`src/design/pdaf_pkg.sv`:
```
// pdaf_pkg: constants and carrier types for the port-d alternate function override block
// assumes: single 50 MHz clock, synchronous active-low reset, apb register access
//
// Functional notes
// - pin 6 carries the timer-0 compare-a waveform when its output is enabled.
// - pin 5 carries the timer-0 compare-b waveform when its output is enabled.
// - pin 3 carries the timer-2 compare-b waveform when its output is enabled.
// - with the transmitter on, pin 1 is forced to output, pull-up off, value from tx data.
// - with the receiver on, pin 0 is forced to input and feeds the receive path.
// - with the receiver forcing pin 0, its pull-up follows its data bit gated by disable.
// - pin 4 takes its value from the serial clock when the mode select enables it and feeds clock input.
// - pin 4 feeds timer-0 count input and pin 5 feeds timer-1 count input.
// - each pin is pin-change source 16..23; input forced on by mask bit and bank-2 enable.
// - pin 3 is external irq 1; input forced on by its enable or source 19 condition.
// - pin 2 is external irq 0; input forced on by its enable or source 18 condition.
// - pins 7..4 have no pull-up or direction override; pins 3, 2 likewise, pin 2 no value.
// - mcu control register at offset 0x35 holds the read/write pull-up disable at bit 4.
// - bits 1, 0 read/write; bits 6, 5 read only; bits 7, 3, 2 read zero.
// - the pull-up disable bit turns off every port pull-up.
package pdaf_pkg;

    // -----------------------------------------------------------------
    // register map
    // -----------------------------------------------------------------
    localparam logic [7:0] PDAF_MCU_CONTROL_IDX = 8'h35;
    localparam logic [9:0] PDAF_MCU_CONTROL_ADDR = {PDAF_MCU_CONTROL_IDX, 2'b00};
    localparam logic [7:0] PDAF_MCU_CONTROL_RST = 8'h00;
    localparam logic [7:0] PDAF_MCU_CONTROL_WMASK = 8'h13;
    localparam int PDAF_PULLUP_DISABLE_BIT = 4;
    localparam int PDAF_BROWNOUT_SLEEP_BIT = 6;
    localparam int PDAF_BROWNOUT_SLEEP_EN_BIT = 5;
    localparam int PDAF_VECTOR_SELECT_BIT = 1;
    localparam int PDAF_VECTOR_CHANGE_EN_BIT = 0;
    localparam logic [31:0] PDAF_UNMAPPED_RDATA = 32'h0000_0000;

    // -----------------------------------------------------------------
    // carrier types
    // -----------------------------------------------------------------
    typedef struct packed {
        logic pullup_ovr_en;
        logic pullup_ovr_val;
        logic dir_ovr_en;
        logic dir_ovr_val;
        logic outval_ovr_en;
        logic outval_ovr_val;
        logic din_en_ovr_en;
        logic din_en_ovr_val;
    } pdaf_ovr_s;

    typedef struct packed {
        logic serial_tx_enable;
        logic serial_tx_data;
        logic serial_rx_enable;
        logic serial_mode_select;
        logic serial_ext_clock;
        logic timer0_cmp_a_en;
        logic timer0_cmp_a_out;
        logic timer0_cmp_b_en;
        logic timer0_cmp_b_out;
        logic timer2_cmp_b_en;
        logic timer2_cmp_b_out;
        logic ext_irq_0_en;
        logic ext_irq_1_en;
        logic pin_change_bank2_en;
        logic [7:0] pin_change_mask;
    } pdaf_periph_s;

    typedef struct packed {
        logic serial_rx_data;
        logic serial_clock_in;
        logic timer0_count_in;
        logic timer1_count_in;
        logic ext_irq_0;
        logic ext_irq_1;
        logic [7:0] pin_change_src;
    } pdaf_inputs_s;

endpackage

```
`src/design/pdaf_top.sv`:
```
// pdaf_top: port-d alternate function override with the mcu control register over apb
// assumes: port data/direction registers live elsewhere and arrive as plain inputs;
// peripherals supply enables and waveforms synchronous to clk
//
// Register access over APB was left to the implementer.
module pdaf_top
    import pdaf_pkg::*;
(
    input wire logic clk,                 // 50 MHz system clock
    input wire logic rst_b,               // synchronous reset, active low
    input wire logic psel,                // apb select
    input wire logic penable,             // apb enable
    input wire logic pwrite,              // apb write
    input wire logic [31:0] paddr,        // apb byte address
    input wire logic [31:0] pwdata,       // apb write data
    input wire logic [3:0] pstrb,         // apb byte strobes
    output logic [31:0] prdata,           // apb read data
    output logic pready,                  // apb ready
    output logic pslverr,                 // apb error, unmapped address
    input wire logic [7:0] port_data,     // port data register bits
    input wire logic [7:0] dir_bits,      // port direction register bits
    input wire logic [7:0] pin_in,        // pin levels
    input wire logic brownout_sleep,      // read-only status bit from power logic
    input wire logic brownout_sleep_enable, // read-only status bit from power logic
    input wire pdaf_pkg::pdaf_periph_s periph, // peripheral controls and waveforms
    output logic [7:0] pin_out,           // pin output values
    output logic [7:0] pin_oe,            // pin output enables, high = driving
    output logic [7:0] pin_pullup,        // pull-up enables
    output logic [7:0] pin_din_en,        // digital input enables
    output pdaf_pkg::pdaf_inputs_s alt_in, // alternate-function inputs
    output logic pullup_disable,          // global pull-up disable
    output logic vector_select,           // vector select bit
    output logic vector_change_enable     // vector change enable bit
);
    import pdaf_pkg::*;

    // -----------------------------------------------------------------
    // register bus
    // -----------------------------------------------------------------
    logic [7:0] mcu_control_q;
    logic [31:0] prdata_q;
    logic pready_q;
    logic pslverr_q;
    logic access;
    logic hit;
    logic [7:0] status_byte;

    function automatic logic addr_hit(input logic [31:0] a);
        addr_hit = (a[31:10] == 22'h0) && (a[9:0] == PDAF_MCU_CONTROL_ADDR);
    endfunction

    assign access = psel & penable & ~pready_q;
    assign hit = addr_hit(paddr);

    // live status bits merged at read time; unused bits read zero
    always_comb begin
        status_byte = mcu_control_q & PDAF_MCU_CONTROL_WMASK;
        status_byte[PDAF_BROWNOUT_SLEEP_BIT] = brownout_sleep;
        status_byte[PDAF_BROWNOUT_SLEEP_EN_BIT] = brownout_sleep_enable;
    end

    // one wait state: ready rises in the second access cycle, then drops
    always_ff @(posedge clk) begin
        if (!rst_b) begin
            pready_q <= 1'b0;
            pslverr_q <= 1'b0;
            prdata_q <= 32'h0000_0000;
        end else begin
            pready_q <= access;
            pslverr_q <= access & ~hit;
            if (access && !pwrite) begin
                if (hit) begin
                    prdata_q <= {24'h0, status_byte};
                end else begin
                    prdata_q <= PDAF_UNMAPPED_RDATA;
                end
            end
        end
    end

    // writes land on the edge at which ready is sampled high
    always_ff @(posedge clk) begin
        if (!rst_b) begin
            mcu_control_q <= PDAF_MCU_CONTROL_RST;
        end else if (psel && penable && pready_q && pwrite && hit && pstrb[0]) begin
            // only pull-up disable and vector bits are writable
            mcu_control_q <= (pwdata[7:0] & PDAF_MCU_CONTROL_WMASK) |
                             (mcu_control_q & ~PDAF_MCU_CONTROL_WMASK);
        end
    end

    // -----------------------------------------------------------------
    // override generation
    // -----------------------------------------------------------------
    pdaf_ovr_s ovr [8];
    logic [7:0] pc_cond;
    logic pu_off;

    assign pu_off = mcu_control_q[PDAF_PULLUP_DISABLE_BIT];
    assign pc_cond = periph.pin_change_mask & {8{periph.pin_change_bank2_en}};

    always_comb begin
        for (int i = 0; i < 8; i++) begin
            // default: only the pin-change input override
            ovr[i] = '0;
            ovr[i].din_en_ovr_en = pc_cond[i];
            ovr[i].din_en_ovr_val = 1'b1;
        end
        // compare outputs replace the value only; direction stays with software
        ovr[6].outval_ovr_en = periph.timer0_cmp_a_en;
        ovr[6].outval_ovr_val = periph.timer0_cmp_a_out;
        ovr[5].outval_ovr_en = periph.timer0_cmp_b_en;
        ovr[5].outval_ovr_val = periph.timer0_cmp_b_out;
        ovr[4].outval_ovr_en = periph.serial_mode_select;
        ovr[4].outval_ovr_val = periph.serial_ext_clock;
        ovr[3].outval_ovr_en = periph.timer2_cmp_b_en;
        ovr[3].outval_ovr_val = periph.timer2_cmp_b_out;
        ovr[3].din_en_ovr_en = periph.ext_irq_1_en | pc_cond[3];
        ovr[2].din_en_ovr_en = periph.ext_irq_0_en | pc_cond[2];
        // transmitter owns pull-up, direction and value of pin 1
        ovr[1].pullup_ovr_en = periph.serial_tx_enable;
        ovr[1].pullup_ovr_val = 1'b0;
        ovr[1].dir_ovr_en = periph.serial_tx_enable;
        ovr[1].dir_ovr_val = 1'b1;
        ovr[1].outval_ovr_en = periph.serial_tx_enable;
        ovr[1].outval_ovr_val = periph.serial_tx_data;
        // receiver forces input; pull-up still follows data bit unless globally off
        ovr[0].pullup_ovr_en = periph.serial_rx_enable;
        ovr[0].pullup_ovr_val = port_data[0] & ~pu_off;
        ovr[0].dir_ovr_en = periph.serial_rx_enable;
        ovr[0].dir_ovr_val = 1'b0;
    end

    // -----------------------------------------------------------------
    // per-pin merge
    // -----------------------------------------------------------------
    logic [7:0] pu_d;
    logic [7:0] oe_d;
    logic [7:0] out_d;
    logic [7:0] die_d;

    generate
        for (genvar g = 0; g < 8; g++) begin : g_pin
            pdaf_pin u_pin (
                .port_data(port_data[g]),
                .dir_bit(dir_bits[g]),
                .pullup_disable(pu_off),
                .ovr(ovr[g]),
                .pullup_on(pu_d[g]),
                .drive_en(oe_d[g]),
                .drive_val(out_d[g]),
                .din_en(die_d[g])
            );
        end
    endgenerate

    // -----------------------------------------------------------------
    // registered outputs
    // -----------------------------------------------------------------
    logic [7:0] pin_out_q;
    logic [7:0] pin_oe_q;
    logic [7:0] pin_pullup_q;
    logic [7:0] pin_din_en_q;
    pdaf_inputs_s alt_in_q;
    logic [7:0] din;

    // a disabled digital input reads low so floating analog pins do not toggle logic
    assign din = pin_in & die_d;

    always_ff @(posedge clk) begin
        if (!rst_b) begin
            pin_out_q <= 8'h00;
            pin_oe_q <= 8'h00;
            pin_pullup_q <= 8'h00;
            pin_din_en_q <= 8'h00;
        end else begin
            pin_out_q <= out_d;
            pin_oe_q <= oe_d;
            pin_pullup_q <= pu_d;
            pin_din_en_q <= die_d;
        end
    end

    always_ff @(posedge clk) begin
        if (!rst_b) begin
            alt_in_q <= '0;
        end else begin
            alt_in_q.serial_rx_data <= din[0];
            alt_in_q.serial_clock_in <= din[4];
            alt_in_q.timer0_count_in <= din[4];
            alt_in_q.timer1_count_in <= din[5];
            alt_in_q.ext_irq_0 <= din[2];
            alt_in_q.ext_irq_1 <= din[3];
            alt_in_q.pin_change_src <= din;
        end
    end

    assign pin_out = pin_out_q;
    assign pin_oe = pin_oe_q;
    assign pin_pullup = pin_pullup_q;
    assign pin_din_en = pin_din_en_q;
    assign alt_in = alt_in_q;
    assign prdata = prdata_q;
    assign pready = pready_q;
    assign pslverr = pslverr_q;
    assign pullup_disable = mcu_control_q[PDAF_PULLUP_DISABLE_BIT];
    assign vector_select = mcu_control_q[PDAF_VECTOR_SELECT_BIT];
    assign vector_change_enable = mcu_control_q[PDAF_VECTOR_CHANGE_EN_BIT];
endmodule

```
`src/design/pdaf_pin.sv`:
```
// pdaf_pin: one port pin, register values merged with alternate-function overrides
// assumes: override bundle comes from the owning block; pin sampled synchronously
module pdaf_pin
    import pdaf_pkg::*;
(
    input wire logic port_data,      // port data bit
    input wire logic dir_bit,        // direction bit, 1 = output
    input wire logic pullup_disable, // global pull-up disable
    input wire pdaf_pkg::pdaf_ovr_s ovr, // override bundle
    output logic pullup_on,          // pull-up active
    output logic drive_en,           // output driver enabled
    output logic drive_val,          // output value
    output logic din_en              // digital input enabled
);
    logic pu_reg;

    // pull-up only for input with data bit set, never under the global disable
    assign pu_reg = port_data & ~dir_bit & ~pullup_disable;
    assign pullup_on = ovr.pullup_ovr_en ? ovr.pullup_ovr_val : pu_reg;
    assign drive_en = ovr.dir_ovr_en ? ovr.dir_ovr_val : dir_bit;
    assign drive_val = ovr.outval_ovr_en ? ovr.outval_ovr_val : port_data;
    // digital input is on unless something turns it off; sleep gating is outside this block
    assign din_en = ovr.din_en_ovr_en ? ovr.din_en_ovr_val : 1'b1;
endmodule

```
`config.mk`:
```
export PLATFORM = sky130hd
export DESIGN_NAME = pdaf_top
export DESIGN_NICKNAME = d
export VERILOG_FILES = /design/src/design/pdaf_pkg.sv /design/src/design/pdaf_top.sv /design/src/design/pdaf_pin.sv
export SDC_FILE = /design/constraint.sdc
export NUM_CORES = 1
export LEC_CHECK = 0
export ABC_AREA = 1
export BUFFER_PORTS_ARGS = -buffer_cell sky130_fd_sc_hd__buf_2
export CORE_MARGIN = 2
export CORE_UTILIZATION = 35
export DETAILED_ROUTE_END_ITERATION = 7
export PLACE_DENSITY = 0.81
export SLEW_MARGIN = 5
export SYNTH_ARGS = -nofsm -noshare
export SYNTH_HDL_FRONTEND = slang
export SYNTH_HIERARCHICAL = 1
export SYNTH_SLANG_ARGS = --single-unit
export TNS_END_PERCENT = 30
```
`constraint.sdc`:
```
create_clock -name clk -period 1 [get_ports clk]
set_clock_uncertainty 0.15 [all_clocks]
set_input_delay 0.05 -clock clk [delete_from_list [all_inputs] [get_ports clk]]
set_output_delay 0.05 -clock clk [all_outputs]
set_load 0.01 [all_outputs]
```
**After elaboration in Yosys (flattened, before gate mapping)**

Cells that the tools add are included.

- Shift-type cells: 0
- Divide/modulo/power cells: 0
- Reduce and logical (&&, ||, !) cells: 11
- Add/sub/neg operators: 0
- Mux-type cells: 9
- Bitwise logic cells: 33
- $lt $le $gt $ge: 0
- Eq/ne operators: 1
- $mul: 0

Operators with widths:

| kind | number |
|---|---|
| $logic_not 22->1 | 1 |
| $and 1x1->1 | 20 |
| $not 1->1 | 12 |
| $eq 10x8->1 const B | 1 |
| $mux 8 | 1 |
| $or 5x8->8 | 1 |
| $logic_and 1x1->1 | 7 |
| $mux 1 | 7 |
| $mux 7 | 1 |
| $reduce_or 2->1 | 2 |
| $logic_not 1->1 | 1 |

- Output and inout bits: 83
- Bits in writable memories: 0
- Latch bits: 0
- Flip-flop bits (word level): 87
- Word-level logic and storage cells: 70
- Memories: 0
- Bits in read-only memories: 0
- Input bits: 121

**Logic depth before layout (Yosys ltp)**

Gate-level depths: netlist of run 1.

- Depth in word-level cells: 5
- Gate-level depth with buffers: 9
- Mapped depth without buffers: 9

**By module**

The synthesis of run 1 kept the hierarchy.

Modules (own cells, without submodules):

| module | cells an instance | area an instance (um^2) | sequential area each (um^2) | times used |
|---|---|---|---|---|
| pdaf_top | 292 | 2,094.5 | 1,001.0 | 1 |
| pdaf_pin | 13 | 51.3 | 0.0 | 8 |

**Least setup slack after synthesis of run 1**

Ideal clock, no wire load.

- Kind: flip-flop to flip-flop
- Start: reg pready_q, in the netlist pready
- End: reg mcu_control_q[4]
- Path slack: -146 ps
- Clock period less this slack: 1,146 ps
- Setup time: 116 ps
- Path buffers: 0
- Stages on the path, launching flop included: 6
- Data required time: 734 ps
- Data arrival time: 880 ps
- Cells stage by stage: dfxtp_1 nand3_1 nor2_1 nand3_1 nand2_1 nor2_1

- Cells in the longest elaborated chain, start to end: 4

RTL lines:

| item | RTL line | RTL |
|---|---|---|
| start, declared | pdaf_top.sv:42 | `logic pready_q;` |
| start signal, assigned | pdaf_top.sv:69 | `pready_q <= access;` |
| $logic_and 1x1->1 (4 in series) | pdaf_top.sv:85 | `end else if (psel && penable && pready_q && pwrite && hit && pstrb[0]) begin` |
| end signal, assigned | pdaf_top.sv:87 | `mcu_control_q <= (pwdata[7:0] & PDAF_MCU_CONTROL_WMASK) \|` |
| end, declared | pdaf_top.sv:40 | `logic [7:0] mcu_control_q;` |

Every way passes these cells.
A chain may end at the register's enable or synchronous reset.

**Worst setup path after layout of run 1**

- Start: reg mcu_control_q[4]
- End: out pullup_disable

RTL lines:

| item | RTL line | RTL |
|---|---|---|
| end, declared | pdaf_top.sv:31 | `output logic pullup_disable,` |

No word-level cell between the ends.

==> results of run 1 <==
==> worst paths after layout <==
check                                startpoint  cells past startpoint                       end  slack, ns
setup / recovery  mcu_control_q[4]$_SDFFE_PN0P_                      2            pullup_disable      -0.07
hold / removal                            rst_b                      4  pin_din_en[7]$_SDFF_PN0_       0.04
setup reg to reg  mcu_control_q[4]$_SDFFE_PN0P_                      7  pin_pullup[4]$_SDFF_PN0_      -0.07
hold reg to reg   mcu_control_q[0]$_SDFFE_PN0P_                      2    prdata[0]$_SDFFE_PN0P_       0.33
==> placed cells by master (no fill, tap or decap) <==
cell type,netlist,routed
buf_12,0,3
buf_4,33,7
nor2_2,4,7
inv_2,0,1
inv_1,81,80
buf_6,0,4
a21oi_1,8,8
clkbuf_1,5,2
nand2_2,2,2
dlygate4sd3_1,0,40
o21ai_1,8,13
conb_1,2,83
dlymetal6s4s_1,0,1
nor2_4,0,4
a21o_1,2,2
nand2_1,115,115
bufinv_16,0,1
nor3_2,0,1
nand3_2,0,3
dfxtp_1,50,42
nor2_8,1,1
nand3_1,4,1
clkbuf_8,0,5
o21ai_0,13,8
nor2_1,67,61
dfxtp_2,0,8
buf_2,0,140
==> metrics by stage <==
stage | std cells | utilization (%) | area, um^2 | setup WS, ns
after floorplan | 477 | - | 2820 | -0.0570
final | 739 | 59.9 | 4110 | -0.0748
after global placement | 686 | 50.5 | 3470 | -0.122
after detailed placement | 686 | 50.5 | 3470 | -0.176
after CTS | 739 | 59.3 | 4070 | -0.0878
after global routing | 739 | 59.9 | 4110 | -0.156
==> power by group <==
group / leakage, nW / switching, mW / total, mW / internal [mW]
clock: 0.0524 / 0.620 / 1.37 / 0.749
sequential: 0.417 / 0.0361 / 2.14 / 2.10
combinational: 2.11 / 0.490 / 0.948 / 0.458
==> kinds of logic (layout without fill, tap and decap cells) <==
group,Yosys count,after routing,share of synthesized area [%]
other,2,83,0.300
AND/OR/NAND/NOR,194,195,30.6
AO/OA/AOI/OAI,31,31,6.39
flip-flops,50,50,40.0
buffers and inverters,119,284,22.8
==> metal layers <==
metal  track usage (%)  share of wire (%)
met4              8.13                4.1
met5                 0                  0
met2              34.2                 53
met3              3.54                5.9
met1              16.5                 37
==> registers in the layout, indices dropped and copies added, names as in the netlist <==
name           cells
pready             1
pin_pullup         8
pin_oe             8
pin_din_en         8
mcu_control_q      3
pslverr            1
pin_out            8
prdata             5
alt_in             8
==> what timing repair did <==
action                                 in CTS  in global routing
cloned                                      1                  0
setup endpoints to repair                  22                 34
hold buffers                               41                  0
buffers inserted                            3                  0
pin swaps                                   4                  1
resized for setup                          18                 13
endpoints found under the hold margin      42                  0
==> worst max-delay path, cell delays in order (launching register included) <==
cell     delay [ns]
dfxtp_2        0.34
buf_12         0.13
buf_6          0.11
==> layout make-up <==
type	instances	area share (%)
multi-input combinational	309	31.6
timing repair buffer	195	30.9
sequential	50	24.6
inverter	81	7.40
tap	96	2.92
clock buffer	7	1.86
clock inverter	1	0.730
==> impl_metrics.env, run 1 <==
export IMPL_io_pins=204
export IMPL_required_ns=0.80
export IMPL_period_share_pct=107
export IMPL_fillerInstances=619
export IMPL_yosysMostFrequentCell="nand2_1"
export IMPL_crit_path_end_kind="output pin"
export IMPL_track_usage_pct=17.2
export IMPL_ctsRootBufferMaster="clkbuf_8"
export IMPL_hpwl_um=4870
export IMPL_ant_nets=0
export IMPL_ys_seq_elements=50
export IMPL_synth_ff_type="dfxtp_1"
export IMPL_grt_pass1_vias=2630
export IMPL_drtIter0Drc=86
export IMPL_ir_worst_vdd_v=0.000507
export IMPL_synth_cell_type_count=16
export IMPL_cts_sinks=50
export IMPL_drt_wl_total_um=7010
export IMPL_clock_latency_ns=0.28
export IMPL_nets=763
export IMPL_regArea_um2=1010
export IMPL_dr_pass1_iters=4
export IMPL_synth_top_area_cell="dfxtp_1"
export IMPL_cts_max_path_buffers=2
export IMPL_outcome="finished with violations"
export IMPL_route_vias_total=2870
export IMPL_gp_congestion=0.846
export IMPL_leakage_nw=2.58
export IMPL_synth_common_cells="nand2_1 (115), inv_1 (81), nor2_1 (67), dfxtp_1 (50), buf_4 (33)"
export IMPL_drv_cap=0
export IMPL_die_h_um=88.6
export IMPL_numCtsBuffers=5
export IMPL_avgSynthCellArea_um2=6.33
export IMPL_clk_pin_slew_ns=0.08
export IMPL_grt_pass1_wl_um=10600
export IMPL_drive_gt1_share_pct=29.1
export IMPL_die_area_um2=7850
export IMPL_synth_edff_count=0
export IMPL_drc=0
export IMPL_synth_top_area_share_pct=40.0
export IMPL_hold_viol_final=0
export IMPL_multi_input_area_um2=1300
export IMPL_setup_slack_ns=-0.0748
export IMPL_antenna_found_initial=0
export IMPL_rsz0062_at_grt="true"
export IMPL_ys_seq_area_share_pct=40.0
export IMPL_final_setup_tns_ns=-0.730
export IMPL_syn_inst=396
export IMPL_yosysWarnings=6
export IMPL_grt_max_degree=28
export IMPL_start_kind="flip-flop"
export IMPL_crit_arrival_ns=0.87
export IMPL_grt_ovfl_total=0
export IMPL_die_w_um=88.6
export IMPL_design_core_area_um2=6870
export IMPL_power_total_mw=4.46
export IMPL_async_reset_ff_share_pct=0
export IMPL_wl_per_cell_um=9.48
export IMPL_drv_slew=0
export IMPL_finalSetupViolCount=14
export IMPL_diodes=0
export IMPL_syn_to_final_growth_pct=64.1
export IMPL_violations="negative setup slack"
export IMPL_worstPathMaxFanout=7
export IMPL_netlist_area_um2=2500
export IMPL_via_per_inst=3.88
export IMPL_hp_class="primary input to flip-flop"
export IMPL_max_freq_mhz=930
export IMPL_period_needed_ns=1.07
export IMPL_ctsHtreeMaxLevel=2
export IMPL_initial_core_util_pct=36.5
export IMPL_path_class="flip-flop to output pin"
export IMPL_synth_area_leaders="dfxtp_1 (40%), nand2_1 (17%), inv_1 (12%), nor2_1 (10%), buf_4 (9.9%)"
export IMPL_holdWs_ns=0.0424
export IMPL_power_density_nw_per_um2=1080
export IMPL_cts_tree="done"
export IMPL_fp_row_count=30
export IMPL_io_buffer_count=144
Power figures use the tool's default switching activity.
==> run 2, diff against run 1 <==
--- a/config.mk
+++ b/config.mk
@@ -9,7 +9,9 @@
 export BUFFER_PORTS_ARGS = -buffer_cell sky130_fd_sc_hd__buf_2
 export CORE_MARGIN = 2
 export CORE_UTILIZATION = 35
+export CTS_CLUSTER_DIAMETER = 80
 export DETAILED_ROUTE_END_ITERATION = 7
+export HOLD_SLACK_MARGIN = 0.08
 export PLACE_DENSITY = 0.81
 export SLEW_MARGIN = 5
 export SYNTH_ARGS = -nofsm -noshare
==> run 2 against run 1 <==
Final cell count up 0.14%. Sequential share of layout area about the same. Utilization up 0.091 points. Critical path depth unchanged. Wire length down 0.69%. Die area unchanged. Total power about the same. Setup slack about the same. Via count up 0.35%. The run ends with negative hold slack, negative setup slack left.
==> impl_metrics.env, run 2 (synthesized netlist as in run 1, its figures left out) <==
export IMPL_antenna_found_initial=0
export IMPL_period_needed_ns=1.07
export IMPL_grt_pass1_vias=2634
export IMPL_intPower_mw=3.31
export IMPL_fillerInstances=620
export IMPL_die_w_um=88.6
export IMPL_track_usage_pct=17.0
export IMPL_holdWs_ns=-0.0481
export IMPL_drc=0
export IMPL_die_h_um=88.6
export IMPL_diodes=0
export IMPL_die_area_um2=7850
export IMPL_route_vias_total=2880
export IMPL_drtIter0Drc=75
export IMPL_design_core_area_um2=6870
export IMPL_crit_end="pullup_disable"
export IMPL_final_common_cell="buf_2"
export IMPL_ctsRootBufferMaster="clkbuf_8"
export IMPL_grt_ovfl_total=0
export IMPL_start_kind="flip-flop"
export IMPL_io_buffer_count=144
export IMPL_ctsHtreeMaxLevel=2
export IMPL_violations="negative hold slack, negative setup slack"
export IMPL_cts_sinks=50
export IMPL_grt_max_degree=28
export IMPL_crit_path_end_kind="output pin"
export IMPL_leakage_nw=2.57
export IMPL_required_ns=0.80
export IMPL_gp_congestion=0.846
export IMPL_drive_gt1_share_pct=29.2
export IMPL_drt_wl_total_um=6960
export IMPL_outcome="finished with violations"
export IMPL_utilization_pct=59.9
export IMPL_swShare_pct=25.7
export IMPL_hpwl_um=4870
export IMPL_power_density_nw_per_um2=1080
export IMPL_power_frac_comb_pct=21.3
export IMPL_drv_cap=0
export IMPL_cts_hold_repair_buffers=42
export IMPL_rrSetupSlack_ns=-0.07
export IMPL_period_share_pct=107
export IMPL_dr_pass1_iters=4
export IMPL_dpl_cell_area_um2=3470
export IMPL_nets=764
export IMPL_cts_tree="done"
export IMPL_path_class="flip-flop to output pin"
export IMPL_cp_slowest_stage_delay_ns=0.34
export IMPL_power_total_mw=4.46
export IMPL_hp_class="primary input to flip-flop"
export IMPL_worstPathMaxFanout=7
export IMPL_syn_to_final_growth_pct=64.4
export IMPL_hold_viol_final=3
export IMPL_critical_path_cell_chain="buf_12 -> buf_6"
export IMPL_numCtsBuffers=5
export IMPL_final_cell_mix="buf_2 (140), nand2_1 (115), conb_1 (83)"
export IMPL_finalSetupViolCount=14
export IMPL_final_area_um2=4120
export IMPL_clock_latency_ns=0.28
export IMPL_r2r_end="pin_pullup[4]$_SDFF_PN0_"
export IMPL_pwr_share_clk_pct=30.7
export IMPL_rsz0062_at_grt="true"
export IMPL_drv_slew=0
export IMPL_clk_pin_slew_ns=0.08
export IMPL_rr_worst_depth=7
export IMPL_grt_pass1_wl_um=10600
export IMPL_critical_path_slowest_cell="dfxtp_2"
export IMPL_io_pins=204
export IMPL_fp_row_count=30
export IMPL_initial_core_util_pct=36.5
export IMPL_p_sw_mw=1.15
export IMPL_wl_per_cell_um=9.40
export IMPL_cts_max_path_buffers=2
export IMPL_placed_cells=686
export IMPL_ir_worst_vdd_v=0.000509
export IMPL_instances_no_fill=740
export IMPL_r2r_start="mcu_control_q[4]$_SDFFE_PN0P_"
export IMPL_via_per_inst=3.89
export IMPL_max_freq_mhz=930
export IMPL_critPathLaunch="mcu_control_q[4]$_SDFFE_PN0P_"
export IMPL_crit_arrival_ns=0.87
export IMPL_pwr_share_seq_pct=48.0
export IMPL_setup_slack_ns=-0.0750
export IMPL_ant_nets=0
## run 2: cell types whose count changed in the layout (fill, tap and decap cells not counted)
cell            before  now
dlygate4sd3_1       40   42
buf_4                7    8
buf_6                4    3
dlymetal6s4s_1       1    0
nor2_1              61   60
nor2_2               7    8
## run 2: critical path, delay by kind of cell (launching register included)
kind     cells  cell delay [ns]
buf+inv      2             0.24
flops        1             0.34
## run 2: final cells by class
| type | count | area [um^2] | share of cell area (%) |
|---|---|---|---|
| sequential | 50 | 1010 | 24.6 |
| clock buffer | 7 | 76.3 | 1.85 |
| multi-input combinational | 309 | 1300 | 31.6 |
| tap | 96 | 120 | 2.92 |
| clock inverter | 1 | 30.0 | 0.729 |
| timing repair buffer | 196 | 1270 | 31.0 |
| inverter | 81 | 304 | 7.38 |
## run 2: worst min-delay path by stage
stage	from	end	slack, ns	depth (start not counted)
2_1_floorplan	pin_in[0]	alt_in[0]$_SDFF_PN0_	0.01	2
3_3_place_gp	pin_in[7]	alt_in[7]$_SDFF_PN0_	0.11	3
3_5_place_dp	pin_in[1]	alt_in[1]$_SDFF_PN0_	0.12	3
4_1_cts	rst_b	prdata[4]$_SDFFE_PN0P_	-0.05	3
5_1_grt	rst_b	prdata[4]$_SDFFE_PN0P_	-0.02	3
6_report	rst_b	prdata[4]$_SDFFE_PN0P_	-0.05	3
## run 2: power groups by stage
stage / Sequential, mW / Clock [mW] / Combinational (mW)
2_1_floorplan: 2.24 / 0 / 0.434
3_3_place_gp: 2.18 / 0 / 0.759
3_5_place_dp: 2.18 / 0 / 0.778
4_1_cts: 2.14 / 1.41 / 0.925
5_1_grt: 2.15 / 1.50 / 1.07
6_report: 2.14 / 1.37 / 0.951
## run 2: timing repair
action	4_1_cts	5_1_grt
pin swaps	4	1
gates cloned	1	0
gates resized for setup	18	12
setup buffers	3	0
setup endpoints to repair	22	32
hold endpoints to repair	44	10
## run 2: metrics by stage
| stage | setup TNS, ns | setup slack [ns] |
|---|---|---|
| 2_1_floorplan | -0.641 | -0.0570 |
| 3_3_place_gp | -1.07 | -0.122 |
| 3_5_place_dp | -1.51 | -0.176 |
| 4_1_cts | -0.795 | -0.0878 |
| 5_1_grt | -1.79 | -0.156 |
| 6_report | -0.717 | -0.0750 |
## run 2: routing by layer
metal / part of all wire, % / vias up / GRT usage [%]
li1: - / 1518 / -
met4: 4.2 / 0 / 8.13
met2: 54 / 125 / 34.1
met5: 0 / - / 0
met1: 36 / 1209 / 16.2
met3: 6.1 / 28 / 3.54
==> run 3, diff against run 2 <==
==> constraint.sdc (replaced) <==
create_clock -name clk -period 1 [get_ports clk]
set_clock_uncertainty 0.15 [all_clocks]
set_input_delay 0.1 -clock clk [delete_from_list [all_inputs] [get_ports clk]]
set_output_delay 0.1 -clock clk [all_outputs]
set_load 0.01 [all_outputs]
==> run 3 against run 2 <==
The run ends with negative setup slack left. Global-route usage rose by 1.7 points. Flip-flop and latch count did not move. Wire length rose by 12%. Largest power group unchanged.
==> impl_metrics.env, run 3 (synthesized netlist as in run 1, its figures left out) <==
export IMPL_setup_slack_ns=-0.136
export IMPL_crit_arrival_ns=1.19
export IMPL_numCtsBuffers=5
export IMPL_io_buffer_count=144
export IMPL_fp_row_count=30
export IMPL_cts_max_path_buffers=2
export IMPL_ctsRootBufferMaster="clkbuf_8"
export IMPL_final_common_cell="nand2_1"
export IMPL_cts_tree="done"
export IMPL_wl_per_cell_um=10.6
export IMPL_io_pins=204
export IMPL_rrSetupSlack_ns=-0.14
export IMPL_drive_gt1_share_pct=33.3
export IMPL_cts_sinks=50
export IMPL_required_ns=1.06
export IMPL_power_frac_comb_pct=23.0
export IMPL_swShare_pct=26.1
export IMPL_max_freq_mhz=880
export IMPL_drtIter0Drc=103
export IMPL_grt_pass1_vias=2857
export IMPL_intPower_mw=3.39
export IMPL_track_usage_pct=18.7
export IMPL_start_kind="flip-flop"
export IMPL_ctsHtreeMaxLevel=2
export IMPL_crit_path_end_kind="flip-flop"
export IMPL_die_w_um=88.6
export IMPL_rsz0062_at_grt="true"
export IMPL_drv_slew=0
export IMPL_die_h_um=88.6
export IMPL_hpwl_um=4950
export IMPL_utilization_pct=62.9
export IMPL_via_per_inst=4.03
export IMPL_grt_pass1_wl_um=11600
export IMPL_gp_congestion=0.844
export IMPL_route_vias_total=2967
export IMPL_syn_to_final_growth_pct=72.4
export IMPL_power_density_nw_per_um2=1060
export IMPL_final_cell_mix="nand2_1 (114), buf_2 (112), conb_1 (83)"
export IMPL_worstPathMaxFanout=5
export IMPL_pwr_share_seq_pct=47.2
export IMPL_fillerInstances=568
export IMPL_grt_ovfl_total=0
export IMPL_ant_nets=0
export IMPL_design_core_area_um2=6870
export IMPL_leakage_nw=2.61
export IMPL_die_area_um2=7850
export IMPL_period_share_pct=114
export IMPL_critical_path_slowest_cell="dfxtp_4"
export IMPL_dr_pass1_iters=4
export IMPL_placed_cells=686
export IMPL_grt_max_degree=28
export IMPL_finalSetupViolCount=24
export IMPL_diodes=0
export IMPL_drc=0
export IMPL_ir_worst_vdd_v=0.000734
export IMPL_drt_wl_total_um=7790
export IMPL_violations="negative setup slack"
export IMPL_period_needed_ns=1.14
export IMPL_antenna_found_initial=0
export IMPL_initial_core_util_pct=36.5
export IMPL_critical_path_cell_chain="nor2_4 -> inv_4 -> nor2_4 -> o21ai_1 -> a21oi_1"
export IMPL_instances_no_fill=736
export IMPL_hp_class="primary input to flip-flop"
export IMPL_place_ws_ns=-0.232
export IMPL_hold_viol_final=0
export IMPL_path_delay_family="flip-flops"
export IMPL_outcome="finished with violations"
export IMPL_cp_num_buf_inv=1
export IMPL_clk_pin_slew_ns=0.08
export IMPL_path_class="flip-flop to flip-flop"
export IMPL_clock_latency_ns=0.28
export IMPL_drv_cap=0
export IMPL_pwr_share_clk_pct=29.8
export IMPL_nets=760
export IMPL_crit_top_cell="nor2_4"
export IMPL_cp_slowest_stage_delay_ns=0.37
export IMPL_holdWs_ns=0.0855
export IMPL_p_sw_mw=1.20
[run 3: worst reg2reg max path: stages (launching register included)]
cell     delay [ns]
dfxtp_4        0.37
nor2_4         0.11
inv_4          0.06
nor2_4         0.14
o21ai_1        0.08
a21oi_1        0.14
[run 3: metal layers]
layer / vias up / part of all wire (%) / track usage, % / wire, um
met5: - / 0 / 0 / 0
met4: 0 / 3.3 / 10.1 / 254
met3: 30 / 5.8 / 3.45 / 450
met2: 142 / 55 / 37.5 / 4300
met1: 1284 / 36 / 17.6 / 2790
li1: 1511 / - / - / -
[run 3: layout make-up]
type / instances / area (um^2) / share of cell area (%)
clock buffer: 7 / 76.3 / 1.77
sequential: 50 / 1040 / 24.1
tap: 96 / 120 / 2.78
multi-input combinational: 309 / 1350 / 31.2
clock inverter: 1 / 30.0 / 0.695
inverter: 81 / 307 / 7.10
timing repair buffer: 192 / 1400 / 32.4
[run 3: final timing paths]
check,start,to,cells past startpoint
max,pready$_SDFF_PN0_,prdata[1]$_SDFFE_PN0P_,5
min,rst_b,mcu_control_q[1]$_SDFFE_PN0P_,4
max reg2reg,pready$_SDFF_PN0_,prdata[1]$_SDFFE_PN0P_,5
min reg2reg,mcu_control_q[0]$_SDFFE_PN0P_,prdata[0]$_SDFFE_PN0P_,2
[run 3: repair_timing]
action | 4_1_cts | 5_1_grt
resized for setup | 52 | 49
gates cloned | 1 | 0
buffers inserted | 2 | 0
hold buffers | 42 | 0
hold endpoints to repair | 42 | 0
pin swaps | 4 | 9
setup endpoints to repair | 42 | 81
[run 3: through the flow]
stage / setup TNS, ns / area [um^2] / total power [mW]
2_1_floorplan: -0.641 / 2820 / 2.67
3_3_place_gp: -1.38 / 3470 / 2.94
3_5_place_dp: -1.84 / 3470 / 2.96
4_1_cts: -1.95 / 4180 / 4.51
5_1_grt: -3.06 / 4320 / 4.83
6_report: -1.34 / 4320 / 4.58
[run 3: power by group through the flow]
stage / Combinational, mW / Clock [mW] / Sequential [mW]
after CTS: 0.958 / 1.41 / 2.15
after detailed placement: 0.781 / 0 / 2.18
final: 1.05 / 1.37 / 2.16
after global placement: 0.758 / 0 / 2.18
after floorplan: 0.434 / 0 / 2.24
after global routing: 1.18 / 1.48 / 2.17
